`config.mk`:
```
export PLATFORM = sky130hd
export DESIGN_NAME = rss_alu_core
export DESIGN_NICKNAME = d
export VERILOG_FILES = /design/src/logic/rss_pkg.sv /design/src/logic/rss_mem_if.sv /design/src/logic/rss_alu_core.sv /design/src/logic/rss_data_mem.sv
export SDC_FILE = /design/constraint.sdc
export NUM_CORES = 1
export LEC_CHECK = 0
export ABC_CLOCK_PERIOD_IN_PS = 4800
export BUFFER_PORTS_ARGS = -buffer_cell sky130_fd_sc_hd__buf_2
export CAP_MARGIN = 25
export CORE_ASPECT_RATIO = 1.25
export CORE_MARGIN = 10
export CORE_UTILIZATION = 30
export CTS_CLUSTER_SIZE = 25
export DETAILED_ROUTE_END_ITERATION = 6
export HOLD_SLACK_MARGIN = 0.02
export PLACE_DENSITY = 0.42
export SYNTH_ARGS = -nofsm -noshare
export SYNTH_HDL_FRONTEND = slang
export SYNTH_SLANG_ARGS = --single-unit
```
`constraint.sdc`:
```
create_clock -name clk -period 4.8 [get_ports clk]
set_clock_uncertainty 0.2 [all_clocks]
set_input_delay 0.24 -clock clk [delete_from_list [all_inputs] [get_ports clk]]
set_output_delay 0.24 -clock clk [all_outputs]
set_load 0.01 [all_outputs]
```
`src/logic/rss_pkg.sv`:
```
// Constants, types and register map of the rotate, subtract and skip execution unit.
package rss_pkg;

	localparam int unsigned DATA_W      = 8;
	localparam int unsigned MEM_AW      = 4;
	localparam int unsigned PROG_AW     = 12;
	localparam int unsigned PROG_DW     = 16;
	localparam int unsigned BUS_AW      = 8;
	localparam int unsigned BUS_DW      = 32;

	// Register byte offsets on the bus.
	localparam logic [7:0] OFF_OPERATION = 8'h00;
	localparam logic [7:0] OFF_ACC       = 8'h04;
	localparam logic [7:0] OFF_STATUS    = 8'h08;
	localparam logic [7:0] OFF_TBL_LOW   = 8'h0C;
	localparam logic [7:0] OFF_TBL_HIGH  = 8'h10;
	localparam logic [7:0] OFF_TBL_DATA  = 8'h14;
	// Data memory window: one byte per word, index in address bits 5:2.
	localparam logic [1:0] MEM_WIN_SEL   = 2'h1;

	// Operation register fields.
	localparam int unsigned OP_CODE_LSB  = 0;
	localparam int unsigned OP_BIT_LSB   = 5;
	localparam int unsigned OP_ADDR_LSB  = 8;
	localparam int unsigned OP_IMM_LSB   = 16;

	// Status register fields.
	localparam int unsigned ST_C_BIT     = 0;
	localparam int unsigned ST_AC_BIT    = 1;
	localparam int unsigned ST_Z_BIT     = 2;
	localparam int unsigned ST_OV_BIT    = 3;
	localparam int unsigned ST_SKIP_BIT  = 4;
	localparam int unsigned ST_BUSY_BIT  = 5;

	localparam logic [7:0]  RST_BYTE     = 8'h00;
	localparam logic [7:0]  ALL_ONES     = 8'hFF;
	localparam logic [3:0]  LAST_PAGE    = 4'hF;
	localparam logic        HAS_HIGH_PTR = 1'b1;

	typedef enum logic [4:0] {
		OP_ROTATE_LEFT_CARRY_TO_ACC  = 5'h00,
		OP_ROTATE_RIGHT_MEM          = 5'h01,
		OP_ROTATE_RIGHT_TO_ACC       = 5'h02,
		OP_ROTATE_RIGHT_CARRY_MEM    = 5'h03,
		OP_ROTATE_RIGHT_CARRY_TO_ACC = 5'h04,
		OP_SUBTRACT_BORROW_TO_ACC    = 5'h05,
		OP_SUBTRACT_BORROW_TO_MEM    = 5'h06,
		OP_SUBTRACT_TO_ACC           = 5'h07,
		OP_SUBTRACT_TO_MEM           = 5'h08,
		OP_SUBTRACT_IMM              = 5'h09,
		OP_DECREMENT_SKIP_ZERO       = 5'h0A,
		OP_DECREMENT_SKIP_ZERO_ACC   = 5'h0B,
		OP_INCREMENT_SKIP_ZERO       = 5'h0C,
		OP_INCREMENT_SKIP_ZERO_ACC   = 5'h0D,
		OP_SKIP_BIT_SET              = 5'h0E,
		OP_SKIP_BIT_CLEAR            = 5'h0F,
		OP_SKIP_IF_ZERO              = 5'h10,
		OP_COPY_SKIP_IF_ZERO         = 5'h11,
		OP_NIBBLE_SWAP_MEM           = 5'h12,
		OP_NIBBLE_SWAP_TO_ACC        = 5'h13,
		OP_BYTE_SET_MEM              = 5'h14,
		OP_BIT_SET_MEM               = 5'h15,
		OP_TABLE_READ_PAGED          = 5'h16,
		OP_TABLE_READ_LAST_PAGE      = 5'h17,
		OP_EXCLUSIVE_OR_TO_ACC       = 5'h18,
		OP_EXCLUSIVE_OR_TO_MEM       = 5'h19,
		OP_EXCLUSIVE_OR_IMM          = 5'h1A
	} rss_op_t;

	typedef enum logic [4:0] {
		ST_IDLE  = 5'h01,
		ST_FETCH = 5'h02,
		ST_EXEC  = 5'h04,
		ST_SKIP  = 5'h08,
		ST_BUSRD = 5'h10
	} rss_state_t;

endpackage

```
`src/logic/rss_mem_if.sv`:
```
// Data memory port shared by the execution unit and its byte store.
`timescale 1ns/1ps
`default_nettype none
interface rss_mem_if;
	import rss_pkg::*;
	logic [MEM_AW-1:0] addr;
	logic              rd;
	logic              wr;
	logic [DATA_W-1:0] wdata;
	logic [DATA_W-1:0] rdata;
	modport ctrl (output addr, output rd, output wr, output wdata, input rdata);
	modport store (input addr, input rd, input wr, input wdata, output rdata);
endinterface
`default_nettype wire

```
`src/logic/rss_alu_core.sv`:
```
// Execution unit for rotate, subtract, skip, swap, set, table read and XOR operations.
`timescale 1ns/1ps
`default_nettype none
module rss_alu_core (
	input  wire logic                    clk,
	input  wire logic                    sys_rst,
	input  wire logic [rss_pkg::BUS_AW-1:0]  avs_address,
	input  wire logic                    avs_read,
	input  wire logic                    avs_write,
	input  wire logic [rss_pkg::BUS_DW-1:0]  avs_writedata,
	input  wire logic [3:0]              avs_byteenable,
	output logic      [rss_pkg::BUS_DW-1:0]  avs_readdata,
	output logic                         avs_waitrequest,
	output logic      [rss_pkg::PROG_AW-1:0] prog_addr,
	output logic                         prog_rd,
	input  wire logic [rss_pkg::PROG_DW-1:0] prog_data,
	output logic                         skip_taken,
	output logic                         instr_done
);
	import rss_pkg::*;

	rss_mem_if mem ();

	rss_data_mem u_mem (
		.clk     (clk),
		.sys_rst (sys_rst),
		.port    (mem.store)
	);

	rss_state_t          state_reg;
	rss_state_t          state_next;
	rss_op_t             op_reg;
	logic [2:0]          bit_reg;
	logic [MEM_AW-1:0]   maddr_reg;
	logic [DATA_W-1:0]   imm_reg;
	logic [DATA_W-1:0]   acc_reg;
	logic                c_reg;
	logic                ac_reg;
	logic                z_reg;
	logic                ov_reg;
	logic                skip_reg;
	logic                done_reg;
	logic [DATA_W-1:0]   table_pointer_low_reg;
	logic [3:0]          table_pointer_high_reg;
	logic [DATA_W-1:0]   table_high_byte_reg_reg;
	logic [PROG_AW-1:0]  prog_addr_reg;
	logic [BUS_DW-1:0]   rdat_reg;
	logic                rd_mem_reg;

	// Bus decode.
	wire logic idle      = (state_reg == ST_IDLE);
	wire logic lane0     = avs_byteenable[0];
	wire logic hit_mem   = (avs_address[7:6] == MEM_WIN_SEL);
	wire logic bus_wr    = idle & avs_write & lane0;
	wire logic wr_op     = bus_wr & (avs_address == OFF_OPERATION);
	wire logic wr_acc    = bus_wr & (avs_address == OFF_ACC);
	wire logic wr_status = bus_wr & (avs_address == OFF_STATUS);
	wire logic wr_table_pointer_low   = bus_wr & (avs_address == OFF_TBL_LOW);
	wire logic wr_table_pointer_high   = bus_wr & (avs_address == OFF_TBL_HIGH);
	wire logic wr_mem    = bus_wr & hit_mem;
	wire logic rd_start  = idle & avs_read & ~avs_write;
	wire logic in_exec   = (state_reg == ST_EXEC);

	wire rss_op_t     new_op   = rss_op_t'(avs_writedata[OP_CODE_LSB +: 5]);
	wire logic [3:0]  new_page = HAS_HIGH_PTR ? table_pointer_high_reg : 4'h0;
	wire logic        last_pg  = (new_op == OP_TABLE_READ_LAST_PAGE);
	wire logic        is_table = (op_reg == OP_TABLE_READ_PAGED)
	                           | (op_reg == OP_TABLE_READ_LAST_PAGE);

	// Operand selection and arithmetic on the byte read from memory.
	wire logic [DATA_W-1:0] m_val    = mem.rdata;
	wire logic              use_imm  = (op_reg == OP_SUBTRACT_IMM)
	                                 | (op_reg == OP_EXCLUSIVE_OR_IMM);
	wire logic [DATA_W-1:0] sub_b    = use_imm ? imm_reg : m_val;
	wire logic              with_brw = (op_reg == OP_SUBTRACT_BORROW_TO_ACC)
	                                 | (op_reg == OP_SUBTRACT_BORROW_TO_MEM);
	wire logic              brw_in   = with_brw & ~c_reg;
	wire logic [DATA_W:0]   sub_full = {1'b0, acc_reg} - {1'b0, sub_b} - {8'h00, brw_in};
	wire logic [4:0]        sub_low  = {1'b0, acc_reg[3:0]} - {1'b0, sub_b[3:0]}
	                                 - {4'h0, brw_in};
	wire logic [DATA_W-1:0] sub_res  = sub_full[DATA_W-1:0];
	wire logic              sub_ov   = (acc_reg[7] ^ sub_b[7]) & (acc_reg[7] ^ sub_res[7]);
	wire logic [DATA_W-1:0] dec_res  = m_val - 8'h01;
	wire logic [DATA_W-1:0] inc_res  = m_val + 8'h01;
	wire logic [DATA_W-1:0] xor_res  = acc_reg ^ sub_b;
	wire logic [DATA_W-1:0] bit_mask = 8'h01 << bit_reg;
	wire logic              sel_bit  = m_val[bit_reg];

	logic [DATA_W-1:0] res;
	logic              to_acc;
	logic              to_mem;
	logic              upd_c;
	logic              c_new;
	logic              upd_arith;
	logic              upd_z;
	logic              skip_hit;

	always_comb begin
		res       = m_val;
		to_acc    = 1'b0;
		to_mem    = 1'b0;
		upd_c     = 1'b0;
		c_new     = c_reg;
		upd_arith = 1'b0;
		upd_z     = 1'b0;
		skip_hit  = 1'b0;
		unique case (op_reg)
			OP_ROTATE_LEFT_CARRY_TO_ACC: begin
				res    = {m_val[6:0], c_reg};
				to_acc = 1'b1;
				upd_c  = 1'b1;
				c_new  = m_val[7];
			end
			OP_ROTATE_RIGHT_MEM: begin
				res    = {m_val[0], m_val[7:1]};
				to_mem = 1'b1;
			end
			OP_ROTATE_RIGHT_TO_ACC: begin
				res    = {m_val[0], m_val[7:1]};
				to_acc = 1'b1;
			end
			OP_ROTATE_RIGHT_CARRY_MEM: begin
				res    = {c_reg, m_val[7:1]};
				to_mem = 1'b1;
				upd_c  = 1'b1;
				c_new  = m_val[0];
			end
			OP_ROTATE_RIGHT_CARRY_TO_ACC: begin
				res    = {c_reg, m_val[7:1]};
				to_acc = 1'b1;
				upd_c  = 1'b1;
				c_new  = m_val[0];
			end
			OP_SUBTRACT_BORROW_TO_ACC, OP_SUBTRACT_TO_ACC, OP_SUBTRACT_IMM: begin
				res       = sub_res;
				to_acc    = 1'b1;
				upd_arith = 1'b1;
			end
			OP_SUBTRACT_BORROW_TO_MEM, OP_SUBTRACT_TO_MEM: begin
				res       = sub_res;
				to_mem    = 1'b1;
				upd_arith = 1'b1;
			end
			OP_DECREMENT_SKIP_ZERO: begin
				res      = dec_res;
				to_mem   = 1'b1;
				skip_hit = (dec_res == 8'h00);
			end
			OP_DECREMENT_SKIP_ZERO_ACC: begin
				res      = dec_res;
				to_acc   = 1'b1;
				skip_hit = (dec_res == 8'h00);
			end
			OP_INCREMENT_SKIP_ZERO: begin
				res      = inc_res;
				to_mem   = 1'b1;
				skip_hit = (inc_res == 8'h00);
			end
			OP_INCREMENT_SKIP_ZERO_ACC: begin
				res      = inc_res;
				to_acc   = 1'b1;
				skip_hit = (inc_res == 8'h00);
			end
			OP_SKIP_BIT_SET: begin
				skip_hit = sel_bit;
			end
			OP_SKIP_BIT_CLEAR: begin
				skip_hit = ~sel_bit;
			end
			OP_SKIP_IF_ZERO: begin
				to_mem   = 1'b1;
				skip_hit = (m_val == 8'h00);
			end
			OP_COPY_SKIP_IF_ZERO: begin
				to_acc   = 1'b1;
				skip_hit = (m_val == 8'h00);
			end
			OP_NIBBLE_SWAP_MEM: begin
				res    = {m_val[3:0], m_val[7:4]};
				to_mem = 1'b1;
			end
			OP_NIBBLE_SWAP_TO_ACC: begin
				res    = {m_val[3:0], m_val[7:4]};
				to_acc = 1'b1;
			end
			OP_BYTE_SET_MEM: begin
				res    = ALL_ONES;
				to_mem = 1'b1;
			end
			OP_BIT_SET_MEM: begin
				res    = m_val | bit_mask;
				to_mem = 1'b1;
			end
			OP_TABLE_READ_PAGED, OP_TABLE_READ_LAST_PAGE: begin
				res    = prog_data[7:0];
				to_mem = 1'b1;
			end
			OP_EXCLUSIVE_OR_TO_ACC, OP_EXCLUSIVE_OR_IMM: begin
				res    = xor_res;
				to_acc = 1'b1;
				upd_z  = 1'b1;
			end
			OP_EXCLUSIVE_OR_TO_MEM: begin
				res    = xor_res;
				to_mem = 1'b1;
				upd_z  = 1'b1;
			end
			default: begin
				res = m_val;
			end
		endcase
	end

	// Memory port: the bus owns it while idle, the executing operation otherwise.
	assign mem.addr  = idle ? avs_address[5:2] : maddr_reg;
	assign mem.rd    = (rd_start & hit_mem) | (state_reg == ST_FETCH);
	assign mem.wr    = wr_mem | (in_exec & to_mem);
	assign mem.wdata = idle ? avs_writedata[7:0] : res;

	always_comb begin
		state_next = state_reg;
		unique case (state_reg)
			ST_IDLE: begin
				if (wr_op) begin
					state_next = ST_FETCH;
				end else if (rd_start) begin
					state_next = ST_BUSRD;
				end
			end
			ST_FETCH: state_next = ST_EXEC;
			ST_EXEC:  state_next = skip_hit ? ST_SKIP : ST_IDLE;
			ST_SKIP:  state_next = ST_IDLE;
			ST_BUSRD: state_next = ST_IDLE;
			default:  state_next = ST_IDLE;
		endcase
	end

	always_ff @(posedge clk or posedge sys_rst) begin
		if (sys_rst) begin
			state_reg <= ST_IDLE;
		end else begin
			state_reg <= state_next;
		end
	end

	// Operation latch at start.
	always_ff @(posedge clk or posedge sys_rst) begin
		if (sys_rst) begin
			op_reg        <= OP_ROTATE_LEFT_CARRY_TO_ACC;
			bit_reg       <= 3'h0;
			maddr_reg     <= '0;
			imm_reg       <= RST_BYTE;
			prog_addr_reg <= '0;
		end else if (wr_op) begin
			op_reg        <= new_op;
			bit_reg       <= avs_writedata[OP_BIT_LSB +: 3];
			maddr_reg     <= avs_writedata[OP_ADDR_LSB +: MEM_AW];
			imm_reg       <= avs_writedata[OP_IMM_LSB +: DATA_W];
			prog_addr_reg <= {(last_pg ? LAST_PAGE : new_page), table_pointer_low_reg};
		end
	end

	always_ff @(posedge clk or posedge sys_rst) begin
		if (sys_rst) begin
			acc_reg <= RST_BYTE;
			c_reg   <= 1'b0;
			ac_reg  <= 1'b0;
			z_reg   <= 1'b0;
			ov_reg  <= 1'b0;
		end else if (in_exec) begin
			if (to_acc) begin
				acc_reg <= res;
			end
			if (upd_c) begin
				c_reg <= c_new;
			end
			if (upd_arith) begin
				c_reg  <= ~sub_full[DATA_W];
				ac_reg <= ~sub_low[4];
				ov_reg <= sub_ov;
			end
			if (upd_arith | upd_z) begin
				z_reg <= (res == 8'h00);
			end
		end else begin
			if (wr_acc) begin
				acc_reg <= avs_writedata[7:0];
			end
			if (wr_status) begin
				c_reg  <= avs_writedata[ST_C_BIT];
				ac_reg <= avs_writedata[ST_AC_BIT];
				z_reg  <= avs_writedata[ST_Z_BIT];
				ov_reg <= avs_writedata[ST_OV_BIT];
			end
		end
	end

	// Table pointers and the table high byte.
	always_ff @(posedge clk or posedge sys_rst) begin
		if (sys_rst) begin
			table_pointer_low_reg <= RST_BYTE;
			table_pointer_high_reg <= 4'h0;
			table_high_byte_reg_reg <= RST_BYTE;
		end else begin
			if (wr_table_pointer_low) begin
				table_pointer_low_reg <= avs_writedata[7:0];
			end
			if (wr_table_pointer_high) begin
				table_pointer_high_reg <= avs_writedata[3:0];
			end
			if (in_exec & is_table) begin
				table_high_byte_reg_reg <= prog_data[15:8];
			end
		end
	end

	// Skip result and completion pulse.
	always_ff @(posedge clk or posedge sys_rst) begin
		if (sys_rst) begin
			skip_reg <= 1'b0;
			done_reg <= 1'b0;
		end else begin
			if (in_exec) begin
				skip_reg <= skip_hit;
			end
			done_reg <= (in_exec & ~skip_hit) | (state_reg == ST_SKIP);
		end
	end

	// Register read data are captured when the read is first seen while idle, one cycle before it is accepted.
	wire logic [BUS_DW-1:0] reg_view =
		(avs_address == OFF_OPERATION) ? {8'h00, imm_reg, 4'h0, maddr_reg, bit_reg, op_reg} :
		(avs_address == OFF_ACC)       ? {24'h000000, acc_reg} :
		(avs_address == OFF_STATUS)    ? {26'h0, ~idle, skip_reg, ov_reg, z_reg,
		                                  ac_reg, c_reg} :
		(avs_address == OFF_TBL_LOW)   ? {24'h000000, table_pointer_low_reg} :
		(avs_address == OFF_TBL_HIGH)  ? {28'h0000000, table_pointer_high_reg} :
		(avs_address == OFF_TBL_DATA)  ? {24'h000000, table_high_byte_reg_reg} :
		32'h00000000;

	always_ff @(posedge clk or posedge sys_rst) begin
		if (sys_rst) begin
			rdat_reg   <= 32'h00000000;
			rd_mem_reg <= 1'b0;
		end else if (rd_start) begin
			rdat_reg   <= reg_view;
			rd_mem_reg <= hit_mem;
		end
	end

	assign avs_readdata    = rd_mem_reg ? {24'h000000, mem.rdata} : rdat_reg;
	assign avs_waitrequest = ~((idle & avs_write) | (state_reg == ST_BUSRD));
	assign prog_addr       = prog_addr_reg;
	assign prog_rd         = (state_reg == ST_FETCH) & is_table;
	assign skip_taken      = (state_reg == ST_SKIP);
	assign instr_done      = done_reg;

endmodule // rss_alu_core
`default_nettype wire

```
`src/logic/rss_data_mem.sv`:
```
// Byte-wide data memory with registered read data.
`timescale 1ns/1ps
`default_nettype none
module rss_data_mem (
	input  wire logic clk,
	input  wire logic sys_rst,
	rss_mem_if.store  port
);
	import rss_pkg::*;

	logic [DATA_W-1:0] mem_array [2**MEM_AW];
	logic [DATA_W-1:0] rdata_reg;

	always_ff @(posedge clk) begin
		if (port.wr) begin
			mem_array[port.addr] <= port.wdata;
		end
	end

	// Read data appear one edge after the read strobe.
	always_ff @(posedge clk or posedge sys_rst) begin
		if (sys_rst) begin
			rdata_reg <= RST_BYTE;
		end else if (port.rd) begin
			rdata_reg <= mem_array[port.addr];
		end
	end

	assign port.rdata = rdata_reg;

endmodule // rss_data_mem
`default_nettype wire

```
# Word-level counts from Yosys, hierarchy flattened
# Memory sizes are Yosys's and may differ from the RTL's. A register that Yosys moved wholly into a read port is not among the register bits.
# Index checks and enable logic that the tools add are counted.
# W data, S select, Z words.
[totals]
ramBits = 128
output_inout_bits = 48
wordCells = 175
mem_count = 1
inputBits = 64
ff_bits = 104
[op_classes]
addsub = 6
reduce_logical = 24
n_lt_le_gt_ge = 1
bitwise = 37
n_shift = 1
n_mux = 43
eq_ne = 44
[mem_list]
columns = ["memory", "depth", "word_bits", "read_ports", "rd_clocked_by_memory_dff", "wr", "line", "text"]
rows = [
  ["u_mem.mem_array", 16, 8, 1, 1, 1, "rss_data_mem.sv:11", "logic [DATA_W-1:0] mem_array [2**MEM_AW];"],
]
[op_table]
columns = ["cell", "count"]
rows = [
  ["$pmux W8 S11", 1],
  ["$mux W8", 10],
  ["$eq A5 B5 Y1 const B", 13],
  ["$eq A5 B4 Y1 const B", 9],
  ["$logic_not A8 Y1", 5],
  ["$mux W32", 1],
  ["$eq A5 B3 Y1 const B", 5],
  ["$mux W24", 1],
  ["$mux W1", 21],
  ["$and A1 B1 Y1", 17],
  ["$eq A8 B4 Y1 const B", 2],
  ["$eq A8 B5 Y1 const B", 2],
  ["$eq A5 B2 Y1 const B", 3],
  ["$pmux W5 S3", 1],
  ["$reduce_or A2 Y1", 7],
  ["$reduce_or A13 Y1", 1],
  ["$mux W4", 3],
  ["$reduce_or A12 Y1", 1],
  ["$eq A5 B1 Y1 const B", 2],
  ["$mux W5", 2],
  ["$sub A8 B8 Y9", 1],
  ["$sub A9 B1 Y9", 1],
  ["$add A8 B1 Y8 const B", 1],
  ["$eq A8 B3 Y1 const B", 1],
  ["23 further kinds", 45],
]

# Logic depth before layout (Yosys ltp)
# Gate-level depths: netlist of run 1.
[depth]
depth_word = 9
depth_mapped = 19
ltp_nobuf = 17

# Hierarchy
# A second synthesis of run 1 with hierarchy kept.
[hier_totals]
hier_cells = 1074
area_unflattened_um2 = 12318.1
[modules_own_cells]
columns = ["mod", "seq_area_each_um2", "n_inst", "cells_per_inst", "area_each_um2"]
rows = [
  ["rss_alu_core", 2303.5, 1, 764, 6909.1],
  ["rss_data_mem", 4043.9, 1, 310, 5408.9],
]

# Worst setup path before layout of run 1
# No wires, ideal clock.
[synth_path]
path_type = "reg2reg"
start = "register op_reg[4]"
end = "memory u_mem.mem_array[0][7], data pin"
n_path_buf = 3
setup_slack_ns = 0.389
setup_ns = 0.285
synth_period_minus_slack_ns = 4.411
stages_incl_launch_ff = 18
t_arrival_ns = 3.926
required_ns = 4.315
cell_sequence = "dfrtp_1 buf_2 clkbuf_1 buf_2 and3_1 a21oi_1 nor2_1 mux2_2 ha_1 inv_1 ha_1 nor4b_1 a211oi_1 and4_1 nor3_1 nor2_1 o32a_1 mux2_2"
[synth_between]
elab_chain_cells = 7
word_cells_on_any_way = 40
classes_between = "add/sub: 2; eq/ne: 22; mux: 3; bitwise: 4; reduce/logical: 9"
[synth_lines]
columns = ["item", "line", "text"]
rows = [
  ["from (decl)", "rss_alu_core.sv:32", "rss_op_t op_reg;"],
  ["from (signal assigned)", "rss_alu_core.sv:255", "op_reg <= new_op;"],
  ["$eq A5 B4 Y1 / $eq A5 B5 Y1 (equally long branches)", "rss_alu_core.sv:72, rss_alu_core.sv:107, rss_alu_core.sv:73", ""],
  ["$or A1 B1 Y1", "rss_alu_core.sv:73", "| (op_reg == OP_EXCLUSIVE_OR_IMM);"],
  ["$mux W8", "rss_alu_core.sv:74", "wire logic [DATA_W-1:0] sub_b = use_imm ? imm_reg : m_val;"],
  ["$sub A8 B8 Y9", "rss_alu_core.sv:78", "wire logic [DATA_W:0] sub_full = {1'b0, acc_reg} - {1'b0, sub_b} - {8'h00, brw_in};"],
  ["$sub A9 B1 Y9", "rss_alu_core.sv:78", ""],
  ["$pmux W8 S11 *", "rss_alu_core.sv:107", "unique case (op_reg)"],
  ["$mux W8 *", "rss_alu_core.sv:218", "assign mem.wdata = idle ? avs_writedata[7:0] : res;"],
  ["named net mem.wdata[7]", "rss_mem_if.sv:9", "logic [DATA_W-1:0] wdata;"],
  ["to (decl)", "rss_data_mem.sv:11", ""],
]
# Mark *: on every way through the listed nets, which the timed path passes. The rest lies on a longest branch.

# Final worst setup path of run 1
[layout_path]
start = "register op_reg[4]"
end = "memory u_mem.mem_array[12][7], data pin"
# Same word-level chain as after synthesis.

==> metrics.cfg, run 1 <==
[cells_and_area]
regArea_sq_um = 6347
stdcell_area_sq_um = 14140
multi_input_area_sq_um = 5071
fill_cells = 3969
largest_reg_flops = 128
stdcell_count = 1693
finalNetCount = 1259
final_common_cell = nand2_1
drive_gt1_share_pct = 21.84
n_antenna_cell = 0
final_cell_mix = nand2_1, edfxtp_1, dfrtp_1, buf_2, nor2_1
synthToLayoutAreaGrowth_pct = 18.61

[logic_synthesis]
async_reset_ff_share_pct = 43.86
seq_area_frac_synth_pct = 53.25
syn_inst = 1058
synth_area_leader_cell = edfxtp_1
yosysWarningCount = 0
syn_avg_cell_area_sq_um = 11.27
syn_area_sq_um = 11920
synth.area.top_cells = edfxtp_1, dfrtp_1, mux4_2
synthSimpleGateAreaFrac_pct = 14.19
synth_flop_cell = edfxtp_1
synth-compound-area-share_pct = 10.39
synth.top_cell.area_share_pct = 32.25
synth.distinct_cells = 81
ys_seq_elements = 228
synth_xor_area_share_pct = 1.543
synth_mux_area_share_pct = 13.71
synthAdderAreaFrac_pct = 2.225
synth_edf_count = 128
synth_top_family_by_area = simple AND/OR/NAND/NOR gates

[route]
viasPerCell = 5.177
post_drt_wl_per_cell_um = 23.29
wirelength_um = 39440
vias = 8764
drtAntennaViolNets = 0
drcViolationCount = 0
dr.pass1.iters = 5
drt_iter0_markers = 600

[critical_path]
crit_path_cell_trace = buf_4 -> a21oi_1 -> o21ai_0 -> o211ai_1 -> fa_1 -> inv_1 -> ha_1 -> o21ai_0 -> a211oi_1 -> and4_1 -> nor3_1 -> buf_4 -> nor2_1 -> o32a_1 -> mux2_2
r2r_cells = 15
worstReg2RegStart = op_reg[4]
crit_start = op_reg[4]
worst_setup_path_start_kind = flop
cp-end-kind = flop
r2r_setup_slack_ns = 0.49
path_class = flop to flop
worstPathArrival_ns = 4.36
cpLargestDelayFamily = compound AO/OA/AOI/OAI gates
critPathMaxStageDelay_ns = 0.56
reg2reg_to = u_mem.mem_array[12][7]
cpMaxStageDelayCell = fa_1
worstPathMaxFanout = 23
critPathBufInv = 3
crit_required_ns = 4.84
crit_cells = 15

[power_and_ir_drop]
p_total_mw = 6.749
vdd_drop_max_mv = 0.2696
leakagePower_nw = 5.790
p_switching_mw = 2.368
powerDensity_nw_per_um2 = 477.4
p_int_mw = 4.381
p_comb_share_pct = 34.2
switching_share_pct = 35.09
seq_power_share_pct = 35.5
clock_power_share_pct = 30.4

[worst_hold_path]
whs_endpoint = rd_mem_reg
holdPathStages = 4
hold_path_class = input pin to flop
hp-start = avs_address[6]

[placed_design]
dp.cells = 1615
dp_hpwl_um = 28810
routabilityCongestion = 0.9100
dpl_cell_area_sq_um = 12960
post-place-ws_ns = 0.5128
io_buffers = 84

[sta]
slew_headroom_pct = 41.10
slew_viol_final = 0
tightest_slew_ns = 0.8650
rsz0062_at_grt = false
fin_ws_ns = 0.4851
hold_viol = 0
setup_viol = 0
fmax_ghz = 0.2318
finalCriticalPeriod_ns = 4.315
totalNegativeSetupSlack_ns = 0
min_period_over_period_pct = 89.89

[cts]
cts_buffers = 26
cts_tree = yes
clk_latency_ns = 0.54
cts_setup_buffers = 0
cts_hold_buffers = 30
cts.sinks = 228
cts_resized = 0
clockBufferDepth = 3
clockRootBuffer = clkbuf_16
clkTransAtPathRegs_ns = 0.06
htreeDepth = 1

[die]
die_area_sq_um = 48150
row_count = 81
die_y_um = 242.9
ioPinCount = 112
initial_core_util_pct = 30.39
design.core.area_sq_um = 39220
die_x_um = 198.3

[global_route]
grt_usage_pct = 16.18
grt_pass1_vias = 8923
antenna_found_initial = 1
grt_max_degree = 63
grt-ovfl-total = 0
grt_first_pass_wirelength_um = 59350

[status]
status = completed

[job]
cap_violations = 0

## worst register-to-register path: stages (launching register included)
cell      delay, ns
dfrtp_1        0.46
buf_4          0.30
a21oi_1        0.13
o21ai_0        0.16
o211ai_1       0.19
fa_1           0.56
inv_1          0.05
ha_1           0.17
o21ai_0        0.23
a211oi_1       0.16
and4_1         0.23
nor3_1         0.18
buf_4          0.15
nor2_1         0.04
o32a_1         0.37
mux2_2         0.43
## Yosys cell counts, types with 18 or more instances
master and n:
mux4_2 34, dfrtp_1 99, o21ai_0 39, a21oi_1 28, inv_1 38, mux2i_1 25
nand3_1 26, nor2_1 70, o22ai_1 22, a31oi_1 28, nor3_1 19, nand2_1 166
nor2b_1 25, ha_1 18, edfxtp_1 128, clkbuf_1 42, mux2_2 40
## power by group through the flow
stage	clock (mW)	combinational, mW	sequential (mW)
CTS	2.09	2.34	2.39
floorplan	0	1.50	2.38
global placement	0	2.32	2.43
finish	2.05	2.31	2.39
global route	2.18	2.54	2.40
detailed placement	0	2.31	2.43
## logic make-up (layout without fill, tap and decap cells)
logic type | count (synthesis) | count (layout)
adder cells (fa/ha/maj) | 20 | 20
XOR/XNOR | 21 | 21
AND/OR/NAND/NOR | 364 | 364
flip-flops | 228 | 228
buffers and inverters | 121 | 247
other | 1 | 12
multiplexers | 112 | 112
AO/OA/AOI/OAI | 191 | 191
## metrics by stage
stage                     utilization (%)  hold WS (ns)
final                               36.04       0.05194
after detailed placement            33.04        0.2438
after global routing                36.04       0.05519
after floorplan                         -        0.1454
after CTS                           36.04       0.03433
after global placement              33.04        0.2391
## area by class of cell
class	count	share of cell area (%)
Clock inverter	19	1.540
Clock buffer	29	4.682
Multi-Input combinational cell	720	35.87
Inverter	42	1.133
Tap cell	498	4.407
Sequential cell	228	44.90
Timing Repair Buffer	157	7.470
## metal layers
layer	GRT usage (%)	routed length (um)	vias up
li1	-	-	4094
met2	28.81	20190	209
met5	0	18	-
met4	4.304	1040	2
met1	19.85	16370	4398
met3	2.257	1814	61
## worst max path at each step
stage                                  end  slack, ns
global route         u_mem.mem_array[3][6]       0.17
floorplan            u_mem.mem_array[0][7]       0.39
CTS                  u_mem.mem_array[8][7]       0.48
detailed placement   u_mem.mem_array[8][7]       0.51
global placement    u_mem.mem_array[10][6]       0.54
finish              u_mem.mem_array[12][7]       0.49
Note: power is estimated with default switching activity, not from simulation.
==> inputs of run 2 (changes only) <==
--- a/config.mk
+++ b/config.mk
@@ -17,4 +17,5 @@
 export PLACE_DENSITY = 0.42
 export SYNTH_ARGS = -nofsm -noshare
 export SYNTH_HDL_FRONTEND = slang
+export SYNTH_HIERARCHICAL = 1
 export SYNTH_SLANG_ARGS = --single-unit
==> run 2 against run 1 <==
Against the previous run: total power increased by 1.9%; area after synthesis increased by 3.3%; via count increased by 2.7%; cell area increased by 3.7%; die area increased by 3.0%; cell count increased by 4.5%; synthesized cell count increased by 1.5%; non-clock buffer count increased by 13; first-iteration DRC count decreased by 23%; critical path type unchanged; wire length increased by 0.52%; critical endpoint is now u_mem/mem_array[1][6]; critical path depth decreased by 2; largest power group unchanged.
==> metrics.cfg, run 2 <==
[cells_and_area]
n_antenna_cell = 0  ; unchanged
fill_cells = 4046  ; was 3969
drive_gt1_share_pct = 21.90  ; was 21.84%
regArea_sq_um = 6347  ; unchanged
synthToLayoutAreaGrowth_pct = 18.96  ; was 18.61%
largest_reg_flops = 128  ; unchanged
final_cell_mix = edfxtp_1, dfrtp_1, nand2_1, buf_2, nor2_1  ; was nand2_1, edfxtp_1, dfrtp_1, buf_2, nor2_1
fin_util_pct = 36.34  ; was 36.04%
final_common_cell = edfxtp_1  ; was nand2_1
finalNetCount = 1286  ; was 1259
multi_input_area_sq_um = 5345  ; was 5071 sq um

[power_and_ir_drop]
leakagePower_nw = 5.866  ; was 5.790 nW
p_total_mw = 6.879  ; was 6.749 mW
powerDensity_nw_per_um2 = 469.4  ; was 477.4 nW/um^2
vdd_drop_max_mv = 0.2889  ; was 0.2696 mV

[cts]
cts_setup_buffers = 0  ; unchanged
htreeDepth = 1  ; unchanged
cts_tree = yes  ; unchanged
clockBufferDepth = 3  ; unchanged
cts.sinks = 228  ; unchanged
cts_buffers = 28  ; was 26
clkTransAtPathRegs_ns = 0.06  ; about the same
clockRootBuffer = clkbuf_16  ; unchanged
clk_latency_ns = 0.55  ; was 0.54 ns

[die]
row_count = 82  ; was 81
design.core.area_sq_um = 40320  ; was 39220 sq um
die_area_sq_um = 49620  ; was 48150 sq um
die_x_um = 201.2  ; was 198.3 um
die_y_um = 246.6  ; was 242.9 um
ioPinCount = 112  ; unchanged
initial_core_util_pct = 30.55  ; was 30.39%

[logic_synthesis]
syn_inst = 1074  ; was 1058
syn_avg_cell_area_sq_um = 11.47  ; was 11.27 sq um
async_reset_ff_share_pct = 43.86  ; unchanged
synth.top_cell.area_share_pct = 31.20  ; was 32.25%
synth_area_leader_cell = edfxtp_1  ; unchanged
synth.area.top_cells = edfxtp_1, dfrtp_1, mux2i_1  ; was edfxtp_1, dfrtp_1, mux4_2
yosysWarningCount = 6  ; was 0
synth_edf_count = 128  ; unchanged
seq_area_frac_synth_pct = 51.53  ; was 53.25%
synth.most_common_cell = edfxtp_1  ; was nand2_1
synth.distinct_cells = 96  ; was 81
yosys-top-cells-count = edfxtp_1, dfrtp_1, nand2_1  ; was nand2_1, edfxtp_1, dfrtp_1
synth_flop_cell = edfxtp_1  ; unchanged
syn_area_sq_um = 12320  ; was 11920 sq um
ys_seq_elements = 228  ; unchanged

[critical_path]
reg2reg_to = u_mem/mem_array[1][6]  ; was u_mem.mem_array[12][7]
r2r_cells = 13  ; was 15
r2r_setup_slack_ns = 0.31  ; was 0.49 ns
worstReg2RegStart = op_reg[3]  ; was op_reg[4]
worstPathArrival_ns = 4.65  ; was 4.36 ns
path_class = flop to flop  ; unchanged
worst_setup_path_start_kind = flop  ; unchanged
worstPathMaxFanout = 16  ; was 23
crit_required_ns = 4.97  ; was 4.84 ns
cp-end-kind = flop  ; unchanged

[route]
post_drt_wl_per_cell_um = 22.40  ; was 23.29 um
drcViolationCount = 0  ; unchanged
drt_iter0_markers = 462  ; was 600
viasPerCell = 5.088  ; was 5.177
dr.pass1.iters = 5  ; unchanged
drtAntennaViolNets = 0  ; unchanged
wirelength_um = 39640  ; was 39440 um
vias = 9005  ; was 8764

[sta]
fmax_ghz = 0.2230  ; was 0.2318 GHz
tightest_slew_ns = 0.9394  ; was 0.8650 ns
totalNegativeSetupSlack_ns = 0  ; unchanged
fin_ws_ns = 0.3150  ; was 0.4851 ns
hold_viol = 0  ; unchanged
rsz0062_at_grt = false  ; unchanged
slew_headroom_pct = 36.49  ; was 41.10%
min_period_over_period_pct = 93.44  ; was 89.89%
setup_viol = 0  ; unchanged
finalCriticalPeriod_ns = 4.485  ; was 4.315 ns
slew_viol_final = 0  ; unchanged

[placed_design]
post-place-ws_ns = 0.4367  ; was 0.5128 ns
io_buffers = 84  ; unchanged
dp_hpwl_um = 28790  ; was 28810 um
routabilityCongestion = 0.8558  ; was 0.9100

[worst_hold_path]
holdPathStages = 5  ; was 4
whs_endpoint = rd_mem_reg  ; unchanged
hp-start = avs_read  ; was avs_address[6]
hold_path_class = input pin to flop  ; unchanged

[global_route]
grt_first_pass_wirelength_um = 59670  ; was 59350 um
grt_pass1_vias = 9224  ; was 8923
grt_usage_pct = 15.51  ; was 16.18%
antenna_found_initial = 0  ; was 1
grt-ovfl-total = 0  ; unchanged
grt_max_degree = 58  ; was 63

[job]
cap_violations = 0  ; unchanged

[status]
status = completed  ; unchanged

==> run 2: per-layer routing <==
metal,share of wire [%],track usage [%]
met5,0,0
met4,2.8,4.605
met3,4.2,2.390
met2,51,28.01
met1,42,18.64
==> run 2: power by group <==
| part | internal [mW] | switching [mW] | total (mW) |
|---|---|---|---|
| Combinational | 0.811 | 1.48 | 2.29 |
| Clock | 1.33 | 0.838 | 2.16 |
| Sequential | 2.32 | 0.101 | 2.42 |
==> run 2: layout make-up <==
cell class | instances | area share [%]
inverters | 40 | 1.042
repair buffers | 170 | 7.923
multi-input cells | 734 | 36.48
clock buffers | 41 | 5.755
well taps | 546 | 4.662
flip-flops and latches | 228 | 43.31
clock inverters | 11 | 0.8282
==> run 2: timing repair <==
item,CTS,global route
gates resized for setup,0,0
endpoints found under the hold margin,120,0
hold buffers,38,0
==> run 2: worst max-delay path by stage <==
stage                          from                    end  slack, ns  cells after the start
final                     op_reg[3]  u_mem/mem_array[1][6]       0.31                     13
after floorplan           op_reg[1]  u_mem/mem_array[0][7]       0.12                     17
after global placement    op_reg[3]  u_mem/mem_array[7][6]       0.49                     13
after detailed placement  op_reg[3]  u_mem/mem_array[7][6]       0.44                     13
after global routing      op_reg[3]  u_mem/mem_array[1][6]       0.02                     13
after CTS                 op_reg[3]  u_mem/mem_array[1][6]       0.40                     13
==> run 2: worst max-delay path: stages, from the launching register on <==
cell and delay [ns]:
dfrtp_1 0.49, and2b_4 0.24, o21ai_0 0.15, a221o_1 0.45, fa_1 0.46, fa_1 0.43, a21bo_2 0.25, a211oi_1 0.37
xor2_1 0.21, nand2_1 0.10, a31oi_1 0.52, nand2_1 0.12, nand2_1 0.10, buf_4 0.22
==> run 2: logic make-up after synthesis <==
family	Yosys count	share of synthesized area, %
and+or+nand+nor	323	13.79
AOI/OAI and AO/OA	229	13.19
DFF	228	51.53
muxes	134	12.68
buffers and inverters	123	5.485
adders and majority gates	20	2.153
xor gates and xnor gates	16	1.138
other	1	0.03044
==> run 2: through the flow <==
| step | instance area [sq um] | cells | hold WS (ns) |
|---|---|---|---|
| floorplan | 12360 | 1085 | -0.1443 |
| global placement | 13310 | 1680 | 0.06145 |
| detailed placement | 13310 | 1680 | 0.06143 |
| CTS | 14650 | 1770 | 0.07716 |
| global route | 14650 | 1770 | 0.1129 |
| finish | 14650 | 1770 | 0.1039 |
==> inputs of run 3 (changes only) <==
--- a/config.mk
+++ b/config.mk
@@ -5,7 +5,7 @@
 export SDC_FILE = /design/constraint.sdc
 export NUM_CORES = 1
 export LEC_CHECK = 0
-export ABC_CLOCK_PERIOD_IN_PS = 4800
+export ABC_CLOCK_PERIOD_IN_PS = 5050
 export BUFFER_PORTS_ARGS = -buffer_cell sky130_fd_sc_hd__buf_2
 export CAP_MARGIN = 25
 export CORE_ASPECT_RATIO = 1.25
==> constraint.sdc (replaced) <==
create_clock -name clk -period 5.05 [get_ports clk]
set_clock_uncertainty 0.2 [all_clocks]
set_input_delay 0.2525 -clock clk [delete_from_list [all_inputs] [get_ports clk]]
set_output_delay 0.2525 -clock clk [all_outputs]
set_load 0.01 [all_outputs]
==> run 3 against run 2 <==
Against the previous run: register-to-register slack gained 0.27 ns; fmax grew 0.39%; utilization shrank 0.33 points; sequential share of layout area grew 0.39 points; via count shrank 0.18%; hold slack lost 0.070 ns; combinational power shrank 6%; largest cell class unchanged; cell area shrank 0.90%; critical path type unchanged; highest routed layer unchanged.
==> metrics.cfg, run 3 (same netlist as run 2, synthesis figures left out) <==
[status]
status = completed  ; unchanged

[sta]
tightest_slew_ns = 1.076  ; was 0.9394 ns
min_period_over_period_pct = 88.47  ; was 93.44%
rsz0062_at_grt = false  ; unchanged
slew_viol_final = 0  ; unchanged
slew_headroom_pct = 27.23  ; was 36.49%
finalCriticalPeriod_ns = 4.468  ; was 4.485 ns
fmax_ghz = 0.2238  ; was 0.2230 GHz
hold_viol = 0  ; unchanged
totalNegativeSetupSlack_ns = 0  ; unchanged
setup_viol = 0  ; unchanged

[critical_path]
crit_required_ns = 5.13  ; was 4.97 ns
reg2reg_to = u_mem/mem_array[2][5]  ; was u_mem/mem_array[1][6]
worstReg2RegStart = op_reg[1]  ; was op_reg[3]
r2r_setup_slack_ns = 0.58  ; was 0.31 ns
worst_setup_path_start_kind = flop  ; unchanged
worstPathMaxFanout = 16  ; unchanged
cp-end-kind = flop  ; unchanged
worstPathArrival_ns = 4.54  ; was 4.65 ns
cp-endpoint = u_mem/mem_array[2][5]  ; was u_mem/mem_array[1][6]
path_class = flop to flop  ; unchanged
crit_start = op_reg[1]  ; was op_reg[3]
r2r_cells = 13  ; unchanged

[cts]
cts_resized = 0  ; unchanged
htreeDepth = 1  ; unchanged
clk_latency_ns = 0.56  ; was 0.55 ns
clockRootBuffer = clkbuf_16  ; unchanged
cts_tree = yes  ; unchanged
cts_setup_buffers = 0  ; unchanged
clkTransAtPathRegs_ns = 0.06  ; about the same
cts_hold_buffers = 35  ; was 38
cts.sinks = 228  ; unchanged
clockBufferDepth = 3  ; unchanged
cts_buffers = 28  ; unchanged

[cells_and_area]
n_antenna_cell = 0  ; unchanged
stdcell_count = 1758  ; was 1770
final_common_cell = edfxtp_1  ; unchanged
drive_gt1_share_pct = 21.45  ; was 21.90%
fin_util_pct = 36.02  ; was 36.34%
largest_reg_flops = 128  ; unchanged
final_cell_mix = edfxtp_1, dfrtp_1, nand2_1, buf_2, nor2_1  ; unchanged
finalNetCount = 1274  ; was 1286
fill_cells = 4037  ; was 4046
stdcell_area_sq_um = 14520  ; was 14650 sq um
synthToLayoutAreaGrowth_pct = 17.90  ; was 18.96%

[power_and_ir_drop]
vdd_drop_max_mv = 0.2675  ; was 0.2889 mV
p_switching_mw = 2.309  ; was 2.423 mW
p_int_mw = 4.146  ; was 4.457 mW
powerDensity_nw_per_um2 = 444.5  ; was 469.4 nW/um^2
p_comb_share_pct = 33.3  ; was 33.4%
switching_share_pct = 35.77  ; was 35.21%
leakagePower_nw = 5.787  ; was 5.866 nW
p_total_mw = 6.455  ; was 6.879 mW
seq_power_share_pct = 35.7  ; was 35.2%
clock_power_share_pct = 31.0  ; was 31.5%

[worst_hold_path]
hold_path_class = input pin to flop  ; unchanged

[route]
vias = 8989  ; was 9005
wirelength_um = 39760  ; was 39640 um
dr.pass1.iters = 5  ; unchanged
post_drt_wl_per_cell_um = 22.61  ; was 22.40 um
drtAntennaViolNets = 0  ; unchanged
viasPerCell = 5.113  ; was 5.088
drcViolationCount = 0  ; unchanged
drt_iter0_markers = 639  ; was 462

[die]
die_area_sq_um = 49620  ; unchanged
die_x_um = 201.2  ; unchanged
die_y_um = 246.6  ; unchanged
initial_core_util_pct = 30.55  ; unchanged
ioPinCount = 112  ; unchanged
row_count = 82  ; unchanged
design.core.area_sq_um = 40320  ; unchanged

[global_route]
grt-ovfl-total = 0  ; unchanged
met3_usage_pct = 1.851  ; was 2.390%
use_met2_pct = 28.09  ; was 28.01%
grt_max_degree = 48  ; was 58
grt_pass1_vias = 9088  ; was 9224
grt_usage_pct = 15.47  ; was 15.51%
met1_usage_pct = 18.71  ; was 18.64%
grt_first_pass_wirelength_um = 59460  ; was 59670 um
top_usage_layer = met2  ; unchanged
antenna_found_initial = 0  ; unchanged

[placed_design]
dp.cells = 1671  ; was 1680
io_buffers = 84  ; unchanged
dp_hpwl_um = 29110  ; was 28790 um
dpl_cell_area_sq_um = 13240  ; was 13310 sq um
routabilityCongestion = 0.8623  ; was 0.8558

[job]
cap_violations = 0  ; unchanged

run 3: cell count changes in the layout (fill, tap and decap cells not counted), sizes merged:
cell / previous run / this run
buf: 132 / 123
dlygate4sd3: 38 / 35
clkinv: 8 / 9
inv: 40 / 41
clkbuf: 41 / 39
run 3: final cells by class:
| class | instances | area, sq um | share of cell area [%] |
|---|---|---|---|
| flip-flops and latches | 228 | 6347 | 43.71 |
| multi-input cells | 734 | 5345 | 36.81 |
| repair buffers | 158 | 1064 | 7.323 |
| clock buffers | 39 | 782.0 | 5.385 |
| well taps | 546 | 683.2 | 4.704 |
| inverters | 40 | 152.6 | 1.051 |
| clock inverters | 13 | 148.9 | 1.025 |
run 3: critical path, cell delays in order (launching register included):
cell      delay, ns
dfrtp_1        0.48
nor4b_1        0.47
a32o_1         0.22
a221o_1        0.19
fa_1           0.47
inv_1          0.07
ha_1           0.13
o21ai_0        0.10
a211oi_1       0.45
xor2_1         0.25
nand2_1        0.09
a41oi_1        0.48
nand2_1        0.10
nand2_1        0.50
run 3: how the worst min path moves through the flow:
stage / endpoint / from / depth (start not counted) / slack, ns
finish: rdat_reg[1] / avs_address[3] / 4 / 0.03
global route: rdat_reg[1] / avs_address[3] / 4 / 0.05
CTS: rdat_reg[1] / avs_address[3] / 4 / 0.02
detailed placement: u_mem/port.rdata[6] / sys_rst / 2 / 0.09
global placement: u_mem/port.rdata[6] / sys_rst / 2 / 0.09
floorplan: u_mem/port.rdata[0] / sys_rst / 1 / -0.13
run 3: layer usage:
layer	part of all wire, %	wire length (um)
met5	0	0
met4	3.0	1193
met3	4.0	1609
met2	52	20520
met1	41	16440
run 3: per-stage QoR:
step	worst slack [ns]	hold slack (ns)
final	0.5823	0.03353
after global placement	0.6124	0.08845
after floorplan	0.3730	-0.1318
after global routing	0.2256	0.05296
after CTS	0.5395	0.02022
after detailed placement	0.5698	0.08760
run 3: power by group through the flow:
| stage | sequential [mW] | combinational (mW) | clock, mW |
|---|---|---|---|
| floorplan | 2.29 | 1.43 | 0 |
| global placement | 2.34 | 2.13 | 0 |
| detailed placement | 2.34 | 2.13 | 0 |
| CTS | 2.30 | 2.17 | 2.05 |
| global route | 2.32 | 2.34 | 2.12 |
| finish | 2.30 | 2.15 | 2.00 |
